## config.mk

```make
export PLATFORM = sky130hd
export DESIGN_NAME = eirq_ctrl
export DESIGN_NICKNAME = d
export VERILOG_FILES = /design/src/eirq_pkg.sv /design/src/eirq_ctrl.sv /design/src/eirq_sync.sv
export SDC_FILE = /design/constraint.sdc
export NUM_CORES = 1
export LEC_CHECK = 0
export BUFFER_PORTS_ARGS = -buffer_cell sky130_fd_sc_hd__buf_2
export CORE_UTILIZATION = 45
export DETAILED_ROUTE_END_ITERATION = 6
export PLACE_DENSITY = 0.78
export SYNTH_ARGS = -nofsm -noshare
export SYNTH_HDL_FRONTEND = slang
export SYNTH_SLANG_ARGS = --single-unit
export TNS_END_PERCENT = 1
```

## constraint.sdc

```tcl
create_clock -name clk_i -period 7.7 [get_ports clk_i]
set_input_delay 1.155 -clock clk_i [delete_from_list [all_inputs] [get_ports clk_i]]
set_output_delay 1.155 -clock clk_i [all_outputs]
set_load 0.02 [all_outputs]
```

## src/eirq_pkg.sv

```systemverilog
package eirq_pkg;

  // Four bus clocks make one machine cycle.
  localparam int unsigned CLKS_PER_MC = 4;
  // Phase numbers within a machine cycle, 0 based on the phase counter.
  localparam logic [1:0] PH_ONE = 2'h0;
  localparam logic [1:0] PH_THREE = 2'h2;
  localparam logic [1:0] PH_FOUR = 2'h3;
  // Machine cycles taken by the hardware subroutine call.
  localparam logic [2:0] CALL_MCS = 3'h4;
  // Latency figures in machine cycles and in clocks.
  localparam int unsigned MIN_LAT_MC = 5;
  localparam int unsigned MAX_LAT_MC = 12;
  localparam int unsigned MIN_LAT_CLKS = MIN_LAT_MC * CLKS_PER_MC;
  localparam int unsigned MAX_LAT_CLKS = MAX_LAT_MC * CLKS_PER_MC;
  // Worst case budget parts.
  localparam int unsigned DET_MC = 1;
  localparam int unsigned REG_ACC_MC = 2;
  localparam int unsigned MULDIV_MC = 5;
  // Vector addresses.
  localparam logic [15:0] VEC_EXT_ZERO = 16'h0003;
  localparam logic [15:0] VEC_EXT_ONE = 16'h0013;
  localparam logic [15:0] VEC_HIGH_PRI = 16'h0033;
  // APB register byte offsets.
  localparam logic [7:0] OFS_CTRL = 8'h00;
  localparam logic [7:0] OFS_STAT = 8'h04;
  localparam logic [7:0] OFS_VEC = 8'h08;
  // Control register bits.
  localparam int unsigned CTRL_EDGE_ZERO = 0;
  localparam int unsigned CTRL_EDGE_ONE = 1;
  localparam int unsigned CTRL_PRI_ZERO = 2;
  localparam int unsigned CTRL_PRI_ONE = 3;
  localparam int unsigned CTRL_ENABLE = 4;
  localparam logic [4:0] CTRL_RESET = 5'h00;
  // Source indices, in default precedence order.
  localparam int unsigned SRC_HP = 0;
  localparam int unsigned SRC_ZERO = 1;
  localparam int unsigned SRC_ONE = 2;

  typedef enum logic [2:0] {
    EIRQ_IDLE = 3'b001,
    EIRQ_CALL = 3'b010,
    EIRQ_SERV = 3'b100
  } eirq_state_t;

endpackage

```

## src/eirq_ctrl.sv

```systemverilog
`timescale 1ns/1ps
// What this block does
// RQ1 - High priority input beats every other source.
// RQ2 - Per input edge or level select bit.
// RQ3 - Rising edge or active high sensing.
// RQ4 - Edge mode samples at phase four.
// RQ5 - Requester holds levels one machine cycle.
// RQ6 - Edge flag cleared on vectoring.
// RQ7 - Level requester holds input until serviced.
// RQ8 - Level flag kept on routine entry.
// RQ9 - Flags update at phase three.
// RQ10 - New flag polled next machine cycle.
// RQ11 - Hardware call takes four machine cycles.
// RQ12 - Minimum latency five machine cycles.
// RQ13 - Vectoring delayed by three blocking conditions.
// RQ14 - Single interrupt latency at most twelve cycles.
// RQ15 - Worst budget: detect, register, multiply, call.
// RQ16 - Response time may stretch with stalls.
// RQ17 - Call loads the source's fixed vector.
// RQ18 - Blocked requests are not remembered.
// RQ19 - Only return from interrupt ends service.
// RQ20 - Inputs pass a two stage synchroniser.
// RQ21 - Level flag follows synchronised input.
module eirq_ctrl
  import eirq_pkg::*;
(
  // Clock and reset
  input wire logic clk_i,
  input wire logic srst_i,
  // Request sideband inputs
  input wire logic high_priority_irq_in_i,
  input wire logic ext_irq_in_zero_i,
  input wire logic ext_irq_in_one_i,
  // Processor sequencer
  input wire logic last_cycle_i,
  input wire logic irq_reg_write_i,
  input wire logic return_from_irq_i,
  input wire logic high_priority_clear_i,
  // Call to sequencer
  output logic call_start_o,
  output logic call_busy_o,
  output logic [15:0] call_vector_o,
  output logic routine_start_o,
  // APB slave
  input wire logic psel_i,
  input wire logic penable_i,
  input wire logic pwrite_i,
  input wire logic [7:0] paddr_i,
  input wire logic [31:0] pwdata_i,
  output logic [31:0] prdata_o,
  output logic pready_o,
  output logic pslverr_o
);
  logic [2:0] raw_in;
  logic [2:0] sync_in;
  logic [1:0] phase_ff;
  logic [1:0] prev_sample_ff;
  logic [1:0] last_sample_ff;
  logic high_priority_flag_ff;
  logic ext_request_flag_zero_ff;
  logic ext_request_flag_one_ff;
  logic [2:0] fresh_ff;
  logic [4:0] timer_control_reg_ff;
  eirq_state_t state_ff;
  eirq_state_t nxt_state;
  logic [2:0] call_cnt_ff;
  logic [1:0] src_ff;
  logic [1:0] nxt_src;
  logic [1:0] srv_lvl_ff;
  logic [1:0] nxt_lvl;
  logic [2:0] pend;
  logic [1:0] lvl_of [3];
  logic take;
  logic [15:0] call_vector_ff;
  logic call_start_ff;
  logic routine_start_ff;
  logic [31:0] prdata_ff;
  logic pready_ff;
  logic pslverr_ff;
  logic mc_end;
  logic [1:0] edge_sel;

  assign raw_in = {ext_irq_in_one_i, ext_irq_in_zero_i, high_priority_irq_in_i};
  assign mc_end = (phase_ff == PH_FOUR);
  assign edge_sel = timer_control_reg_ff[CTRL_EDGE_ONE:CTRL_EDGE_ZERO];

  eirq_sync #(
    .WIDTH(3)
  ) u_sync (
    .clk_i(clk_i),
    .srst_i(srst_i),
    .async_i(raw_in), // [RQ20]
    .sync_o(sync_in)
  );

  // Phase counter; four clocks per machine cycle.
  always_ff @(posedge clk_i) begin
    if (srst_i) begin
      phase_ff <= PH_ONE;
    end else begin
      phase_ff <= phase_ff + 2'h1;
    end
  end

  // Phase four samples of the general inputs; the last two are kept for edge detection.
  always_ff @(posedge clk_i) begin
    if (srst_i) begin
      last_sample_ff <= 2'h0;
      prev_sample_ff <= 2'h0;
    end else if (phase_ff == PH_FOUR) begin
      last_sample_ff <= sync_in[2:1]; // [RQ4]
      prev_sample_ff <= last_sample_ff;
    end
  end

  // Edge seen: one phase-four sample low and the next one high. It stands for a whole
  // machine cycle, so exactly one phase-three update acts on it.
  logic [1:0] rise;
  assign rise = last_sample_ff & ~prev_sample_ff; // [RQ3]

  // Clearing by vectoring for the source being called.
  logic clr_zero;
  logic clr_one;
  assign clr_zero = take && (nxt_src == SRC_ZERO[1:0]) && edge_sel[0]; // [RQ6]
  assign clr_one = take && (nxt_src == SRC_ONE[1:0]) && edge_sel[1]; // [RQ6]

  // General request flags: set wins over clear in edge mode.
  always_ff @(posedge clk_i) begin
    if (srst_i) begin
      ext_request_flag_zero_ff <= 1'b0;
    end else if (phase_ff == PH_THREE) begin
      if (edge_sel[0]) begin // [RQ2]
        if (rise[0]) begin
          ext_request_flag_zero_ff <= 1'b1; // [RQ9]
        end else if (clr_zero) begin
          ext_request_flag_zero_ff <= 1'b0;
        end
      end else begin
        ext_request_flag_zero_ff <= sync_in[1]; // [RQ21] [RQ8]
      end
    end else if (clr_zero) begin
      ext_request_flag_zero_ff <= 1'b0;
    end
  end

  always_ff @(posedge clk_i) begin
    if (srst_i) begin
      ext_request_flag_one_ff <= 1'b0;
    end else if (phase_ff == PH_THREE) begin
      if (edge_sel[1]) begin // [RQ2]
        if (rise[1]) begin
          ext_request_flag_one_ff <= 1'b1; // [RQ9]
        end else if (clr_one) begin
          ext_request_flag_one_ff <= 1'b0;
        end
      end else begin
        ext_request_flag_one_ff <= sync_in[2]; // [RQ21] [RQ8]
      end
    end else if (clr_one) begin
      ext_request_flag_one_ff <= 1'b0;
    end
  end

  // High priority flag: set by the input, cleared by software; set wins.
  always_ff @(posedge clk_i) begin
    if (srst_i) begin
      high_priority_flag_ff <= 1'b0;
    end else if (phase_ff == PH_THREE && sync_in[0]) begin
      high_priority_flag_ff <= 1'b1; // [RQ9]
    end else if (high_priority_clear_i) begin
      high_priority_flag_ff <= 1'b0;
    end
  end

  // Flags set in this machine cycle are held back until the next one.
  always_ff @(posedge clk_i) begin
    if (srst_i) begin
      fresh_ff <= 3'h0;
    end else if (phase_ff == PH_THREE) begin
      fresh_ff <= {ext_request_flag_one_ff, ext_request_flag_zero_ff, high_priority_flag_ff};
    end
  end

  // Levels: 3 for high priority, 2 for raised, 1 for normal, 0 none in service.
  assign lvl_of[SRC_HP] = 2'h3; // [RQ1]
  assign lvl_of[SRC_ZERO] = timer_control_reg_ff[CTRL_PRI_ZERO] ? 2'h2 : 2'h1;
  assign lvl_of[SRC_ONE] = timer_control_reg_ff[CTRL_PRI_ONE] ? 2'h2 : 2'h1;

  // Polling is live only; nothing is remembered across blocked cycles.
  assign pend = fresh_ff & {ext_request_flag_one_ff, ext_request_flag_zero_ff,
                            high_priority_flag_ff}; // [RQ10] [RQ18]

  always_comb begin
    nxt_src = SRC_HP[1:0];
    nxt_lvl = 2'h0;
    take = 1'b0;
    // Higher level wins; inside one level the lower index wins.
    for (int i = 2; i >= 0; i--) begin
      if (pend[i] && lvl_of[i] >= nxt_lvl) begin
        nxt_src = 2'(i);
        nxt_lvl = lvl_of[i];
      end
    end
    if (pend != 3'h0 && state_ff == EIRQ_IDLE && mc_end
        && timer_control_reg_ff[CTRL_ENABLE]
        && nxt_lvl > srv_lvl_ff && last_cycle_i
        && !irq_reg_write_i && !return_from_irq_i) begin
      take = 1'b1; // [RQ13] [RQ14] [RQ15] [RQ16]
    end
  end

  // Call sequencer.
  always_comb begin
    nxt_state = state_ff;
    unique case (state_ff)
      EIRQ_IDLE: if (take) nxt_state = EIRQ_CALL;
      EIRQ_CALL: if (mc_end && call_cnt_ff == CALL_MCS - 3'h1) nxt_state = EIRQ_SERV; // [RQ11]
      EIRQ_SERV: nxt_state = EIRQ_IDLE;
      default: nxt_state = EIRQ_IDLE;
    endcase
  end

  always_ff @(posedge clk_i) begin
    if (srst_i) begin
      state_ff <= EIRQ_IDLE;
    end else begin
      state_ff <= nxt_state;
    end
  end

  always_ff @(posedge clk_i) begin
    if (srst_i) begin
      call_cnt_ff <= 3'h0;
    end else if (state_ff != EIRQ_CALL) begin
      call_cnt_ff <= 3'h0;
    end else if (mc_end) begin
      call_cnt_ff <= call_cnt_ff + 3'h1; // [RQ11] [RQ12]
    end
  end

  // Level in service; only the return from interrupt ends it.
  always_ff @(posedge clk_i) begin
    if (srst_i) begin
      srv_lvl_ff <= 2'h0;
      src_ff <= 2'h0;
    end else if (take) begin
      srv_lvl_ff <= nxt_lvl;
      src_ff <= nxt_src;
    end else if (return_from_irq_i && state_ff == EIRQ_IDLE) begin
      srv_lvl_ff <= 2'h0; // [RQ19]
    end
  end

  // Outputs to the sequencer.
  always_ff @(posedge clk_i) begin
    if (srst_i) begin
      call_start_ff <= 1'b0;
      routine_start_ff <= 1'b0;
      call_vector_ff <= 16'h0000;
    end else begin
      call_start_ff <= take;
      routine_start_ff <= (state_ff == EIRQ_CALL) && (nxt_state == EIRQ_SERV);
      if (take) begin
        unique case (nxt_src)
          2'h0: call_vector_ff <= VEC_HIGH_PRI; // [RQ17]
          2'h1: call_vector_ff <= VEC_EXT_ZERO; // [RQ17]
          2'h2: call_vector_ff <= VEC_EXT_ONE; // [RQ17]
          default: call_vector_ff <= 16'h0000;
        endcase
      end
    end
  end

  assign call_start_o = call_start_ff;
  assign routine_start_o = routine_start_ff;
  assign call_vector_o = call_vector_ff;
  assign call_busy_o = state_ff[1];

  // APB slave, zero wait states.
  logic apb_acc;
  logic apb_hit;
  // A write lands at the access edge at which pready is seen high.
  assign apb_acc = psel_i && penable_i && pready_ff;
  assign apb_hit = (paddr_i == OFS_CTRL) || (paddr_i == OFS_STAT) || (paddr_i == OFS_VEC);

  always_ff @(posedge clk_i) begin
    if (srst_i) begin
      timer_control_reg_ff <= CTRL_RESET;
    end else if (apb_acc && pwrite_i && paddr_i == OFS_CTRL) begin
      timer_control_reg_ff <= pwdata_i[4:0]; // [RQ2]
    end
  end

  always_ff @(posedge clk_i) begin
    if (srst_i) begin
      pready_ff <= 1'b0;
      pslverr_ff <= 1'b0;
      prdata_ff <= 32'h0000_0000;
    end else begin
      pready_ff <= psel_i && !penable_i;
      pslverr_ff <= psel_i && !penable_i && !apb_hit;
      prdata_ff <= 32'h0000_0000;
      if (psel_i && !penable_i && !pwrite_i) begin
        unique case (paddr_i)
          OFS_CTRL: prdata_ff <= {27'h0, timer_control_reg_ff};
          OFS_STAT: prdata_ff <= {24'h0, srv_lvl_ff, state_ff, ext_request_flag_one_ff,
                                  ext_request_flag_zero_ff, high_priority_flag_ff};
          OFS_VEC: prdata_ff <= {16'h0, call_vector_ff};
          default: prdata_ff <= 32'h0000_0000;
        endcase
      end
    end
  end

  assign pready_o = pready_ff;
  assign pslverr_o = pslverr_ff;
  assign prdata_o = prdata_ff;

  // Checks.
  hp_first_a: assert property (@(posedge clk_i) disable iff (srst_i) // [RQ1]
    take && pend[0] |-> nxt_src == 2'h0)
    else $error("high priority source not chosen");

  edge_set_a: assert property (@(posedge clk_i) disable iff (srst_i) // [RQ4]
    phase_ff == PH_THREE && edge_sel[0] && rise[0] |=> ext_request_flag_zero_ff)
    else $error("edge flag zero not set");

  level_follow_a: assert property (@(posedge clk_i) disable iff (srst_i) // [RQ21]
    phase_ff == PH_THREE && !edge_sel[1] |=> ext_request_flag_one_ff == $past(sync_in[2]))
    else $error("level flag one does not follow input");

  edge_clear_a: assert property (@(posedge clk_i) disable iff (srst_i) // [RQ6]
    clr_zero && !(phase_ff == PH_THREE && rise[0]) |=> !ext_request_flag_zero_ff)
    else $error("edge flag not cleared on vectoring");

  call_len_a: assert property (@(posedge clk_i) disable iff (srst_i) // [RQ11]
    take |=> (state_ff == EIRQ_CALL) [*8] ##1 (state_ff == EIRQ_CALL) [*8]
    ##1 state_ff == EIRQ_SERV)
    else $error("call did not last four machine cycles");

  vec_load_a: assert property (@(posedge clk_i) disable iff (srst_i) // [RQ17]
    take && nxt_src == 2'h1 |=> call_vector_o == 16'h0003)
    else $error("wrong vector for source zero");

  block_a: assert property (@(posedge clk_i) disable iff (srst_i) // [RQ13]
    irq_reg_write_i || !last_cycle_i |-> !take)
    else $error("vectoring during blocked cycle");

  no_fresh_a: assert property (@(posedge clk_i) disable iff (srst_i) // [RQ10]
    $rose(ext_request_flag_one_ff) |-> (!(take && nxt_src == SRC_ONE[1:0])) [*4])
    else $error("flag acted on in the cycle it was set");

  return_from_irq_a: assert property (@(posedge clk_i) disable iff (srst_i) // [RQ19]
    srv_lvl_ff != 2'h0 && !return_from_irq_i && !take |=> srv_lvl_ff == $past(srv_lvl_ff))
    else $error("service level dropped without return");

endmodule // eirq_ctrl

```

## src/eirq_sync.sv

```systemverilog
`timescale 1ns/1ps
module eirq_sync #(
  parameter int unsigned WIDTH = 3
) (
  // Clock and reset
  input wire logic clk_i,
  input wire logic srst_i,
  // Data
  input wire logic [WIDTH-1:0] async_i,
  output logic [WIDTH-1:0] sync_o
);
  logic [WIDTH-1:0] meta_ff;
  logic [WIDTH-1:0] sync_ff;

  initial begin
    if (WIDTH < 1) $error("eirq_sync needs at least one bit");
  end

  always_ff @(posedge clk_i) begin
    if (srst_i) begin
      meta_ff <= '0;
      sync_ff <= '0;
    end else begin
      meta_ff <= async_i;
      sync_ff <= meta_ff;
    end
  end

  assign sync_o = sync_ff;
endmodule // eirq_sync

```

==> Flow_metrics.wiki <==
{| class="wikitable"
! Metric !! Value
|-
| Largest stage delay, worst path || between 400 and 500 ps
|-
| Setup repair after global routing missed its margin || no
|-
| Number of diodes added for antenna fixing || 0
|-
| Top fanout value on the critical path || 7
|-
| Crit path cell chain || nand2_1, nor2_1, ha_1, nor3b_1, nor2_1, mux2i_1, inv_1, ha_1, nor2b_1, o211ai_1, nor3_2, a311oi_1
|-
| Max_slew headroom || 0.365
|-
| Cell area after synthesis || 0.00221 mm²
|-
| Max-cap viol count || 0
|-
| I/O pin count || ~110
|-
| Highest clock rate || 0.312 GHz
|-
| Total Nets Final || around 340
|-
| Via count of the first global-routing pass || approximately 1,400
|-
| Die Span X || 72.1 µm
|-
| Fraction of synthesized cell area in xor and xnor cells || 0.00396
|-
| Power per cell area || approximately 180 mW/mm²
|-
| Global route overflow || 0
|-
| Synth warnings || 0
|-
| Total clock buffers created by CTS || 5
|-
| Final worst-path cycle share || 0.417
|-
| Crit Reg-Reg Startpoint || ext_request_flag_one_ff
|-
| H-Tree Depth || 2
|-
| Fraction of registers with async set/reset || 0
|-
| CTS clk-pin slew, worst paths || roughly 80 ps
|-
| Proportion of synthesized area in mux cells || 0.0859
|-
| Post-synthesis sequential element count || 46
|-
| Global-route wire length before repair || 6520 µm
|-
| Initial antenna violation count || 0
|-
| Layout area overhead || 9.16%
|-
| Number of filler cells placed in the layout || 443
|-
| Dominant combinational cell family by area after synthesis || simple AND/OR/NAND/NOR gates
|-
| Number of max-slew violations in the final report || 0
|-
| Setup TNS || 0 ps
|-
| Number of setup buffers added after CTS || 0
|-
| Reg2reg end || call_vector_o[4]
|-
| Post-detail-place hpwl || 2840 µm
|-
| CP arrival || between 3000 and 4000 ps
|-
| Detailed-router iteration count before antenna repair || 4
|-
| Peak ir drop on the vdd network || approximately 110 µV
|-
| Critical path data required time || around 8000 ps
|-
| Worst Clk Skew || between 6 and 7 ps
|-
| Reg area || ~920 µm²
|-
| Number of flops mapped to enable cells by yosys || 0
|-
| Post-detailed-route DRC marker count || 0
|-
| Critical path startpoint category || flop
|-
| Largest delay contributor family on the critical path || simple AND/OR/NAND/NOR gates
|-
| Final weighted congestion of routability-driven global placement || roughly 0.8
|-
| Clock insertion delay at the later pin of the skew report || 300 ps
|-
| Combined global-route utilization of all metal layers || 0.164
|-
| Synth Area in Compound Gates || 0.105
|-
| Library cell used as clock root buffer || sky130_fd_sc_hd__clkbuf_8
|-
| Most area-hungry cell type in the Yosys netlist || sky130_fd_sc_hd__dfxtp_1
|-
| Worst Max-Slew Pin Slew || approximately 950 ps
|-
| Maximum number of pins on one net before global-route repair || 32
|-
| Util after Layout || 0.512
|-
| Count of endpoints failing setup in the final report || 0
|-
| Type of the worst setup path || flop to flop
|-
| Adder-cell share of the synthesized area || 0.0452
|-
| Core area || about 0.0047 mm²
|-
| Register-to-Register Path Depth || 12
|-
| Remaining number of nets flagged by the antenna check after routing || 0
|-
| Clk sinks || 46
|-
| Leading cell types by total area after synthesis || sky130_fd_sc_hd__dfxtp_1 42%, sky130_fd_sc_hd__buf_4 13%, sky130_fd_sc_hd__mux2i_1 8.6%, sky130_fd_sc_hd__nor2_1 5.4%, sky130_fd_sc_hd__ha_1 4.5%
|-
| Gates resized, CTS repair || 0
|-
| Number of cells on the critical path || 12
|-
| Number of unique standard cell types used by synthesis || 41
|-
| Area used by multi-input combinational logic || 0.00107 mm²
|-
| Worst Path Buf+Inv || 1
|-
| Time the worst path needs with I/O delays and setup || approximately 3200 ps
|-
| Die Outline Area || between 0.005 and 0.006 mm²
|-
| Seq/Total Area, Yosys || 0.416
|-
| HP Class || flop to flop
|-
| Avg Inst Size Synth || 9.11 µm²
|-
| Die Ht || between 70 and 80 µm
|-
| Source of the worst hold timing path || u_sync.meta_ff[0]
|-
| Vias per Instance || approximately 4.8
|-
| Clock tree from TritonCTS || built
|-
| Standby leakage power || 1.10 nW
|-
| Number of cells on the worst hold path || 1
|-
| Setup slack of the most critical reg-to-reg path || 4490 ps
|-
| Run status || finished clean
|-
| Detailed-route wire length || slightly below 4000 µm
|-
| CTS Hold Buffers Added || 0
|-
| Detailed router's first-iteration violation count || 96
|-
| Clk buf depth || 2
|-
| Number of hold-slack violations in the final timing report || 0
|-
| Fraction of layout cells with a size suffix above 1 || 0.188
|-
| Area fraction of the dominant cell type after synthesis || 0.416
|-
| Most frequently used flop master after synthesis || sky130_fd_sc_hd__dfxtp_1
|-
| Basic-gate share of the synthesized area counting and, or, nand and nor cells || 0.184
|-
| Starting utilization of the core area || 0.469
|-
| Routed wirelength normalized by instance count || 11.1 µm
|-
| Destination of the worst hold path || u_sync.sync_o[0]
|-
| Crit-path slowest cell || sky130_fd_sc_hd__dfxtp_1
|-
| Post-synthesis instance total || ~240
|-
| Sort of element at the end of the critical path || flop
|-
| Core Rows || 25
|-
| Count of input and output buffers || a little over 40
|-
| Total vias in the final route || between 1,500 and 2,000
|}
logic make-up after synthesis:
logic type | count (synthesis)
xor gates and xnor gates | 1
buffers and inverters | 56
adders and majority gates | 8
AOI/OAI and AO/OA | 34
muxes | 19
DFF | 46
other | 1
and+or+nand+nor | 78
registers in the layout (all words and copies together) (netlist names), 2 cells and up:
signal                flops
call_cnt_ff               3
call_vector_o             3
fresh_ff                  3
last_sample_ff            2
phase_ff                  2
prdata_o                  8
prev_sample_ff            2
srv_lvl_ff                2
state_ff                  3
timer_control_reg_ff      5
u_sync.meta_ff            3
u_sync.sync_o             3
area by class of cell:
cell class | count | area share
inverters | 11 | 0.0171
well taps | 67 | 0.0347
clock buffers | 7 | 0.0357
repair buffers | 41 | 0.0849
multi-input cells | 176 | 0.444
flip-flops and latches | 46 | 0.381
clock inverters | 1 | 0.00207
cells in the final DEF (no fill, tap or decap), types with 5 or more instances in the layout:
master | Yosys | final
sky130_fd_sc_hd__nand2b_1 | 5 | 5
sky130_fd_sc_hd__conb_1 | 1 | 36
sky130_fd_sc_hd__nor2_1 | 32 | 32
sky130_fd_sc_hd__nand2_1 | 9 | 9
sky130_fd_sc_hd__mux2i_1 | 19 | 19
sky130_fd_sc_hd__clkbuf_8 | 0 | 6
sky130_fd_sc_hd__buf_2 | 1 | 41
sky130_fd_sc_hd__o21ai_0 | 7 | 7
sky130_fd_sc_hd__a21oi_1 | 9 | 9
sky130_fd_sc_hd__inv_1 | 11 | 11
sky130_fd_sc_hd__dfxtp_1 | 46 | 46
sky130_fd_sc_hd__nor2b_1 | 12 | 12
sky130_fd_sc_hd__ha_1 | 8 | 8
cells in the mapped netlist (all sizes together), types with 3 or more instances:
master,instances
clkbuf,6
inv,11
dfxtp,46
o31a,4
nor2b,12
a311oi,3
nand2b,5
ha,8
o21ai,7
nand2,9
a21oi,9
nor3,3
buf,39
mux2i,19
nor2,32
worst reg2reg max path, stage by stage (launching register included):
cell and delay [ps]:
sky130_fd_sc_hd__dfxtp_1 450, sky130_fd_sc_hd__nand2_1 120, sky130_fd_sc_hd__nor2_1 110, sky130_fd_sc_hd__ha_1 230
sky130_fd_sc_hd__nor3b_1 330, sky130_fd_sc_hd__nor2_1 190, sky130_fd_sc_hd__mux2i_1 270, sky130_fd_sc_hd__inv_1 80
sky130_fd_sc_hd__ha_1 280, sky130_fd_sc_hd__nor2b_1 130, sky130_fd_sc_hd__o211ai_1 450, sky130_fd_sc_hd__nor3_2 190
sky130_fd_sc_hd__a311oi_1 310
worst max-delay path by stage:
stage	startpoint	end	slack, ps
floorplan	ext_request_flag_one_ff	srv_lvl_ff[0]	4970
global placement	ext_request_flag_one_ff	srv_lvl_ff[0]	4530
detailed placement	ext_request_flag_one_ff	srv_lvl_ff[0]	4550
CTS	ext_request_flag_one_ff	call_vector_o[4]	4500
global route	ext_request_flag_one_ff	call_vector_o[5]	4170
finish	ext_request_flag_one_ff	call_vector_o[4]	4490
report_power, final:
group | total (mW) | leakage, nW | switching, mW | internal (mW)
clock | 0.149 | 0.0482 | 0.0768 | 0.0725
sequential | 0.245 | 0.373 | 0.00285 | 0.242
combinational | 0.0398 | 0.677 | 0.0284 | 0.0114
total | 0.434 | 1.10 | 0.108 | 0.326
metal layers:
layer	global-route usage	part of all wire	vias to the layer above
met5	0	0	-
met4	0.0763	0.021	0
met3	0.0431	0.063	7
met2	0.274	0.47	64
met1	0.196	0.45	771
li1	-	-	828
per-stage QoR:
step	hold WS (ps)	cell area (µm²)	setup WS (ps)	instances	total power [mW]
global placement	417	2320	4530	341	0.289
finish	439	2420	4490	349	0.434
CTS	440	2420	4500	349	0.437
global route	468	2420	4170	349	0.457
floorplan	414	2340	4970	278	0.294
detailed placement	420	2320	4550	341	0.290
Note: power is estimated with default switching activity, not from simulation.
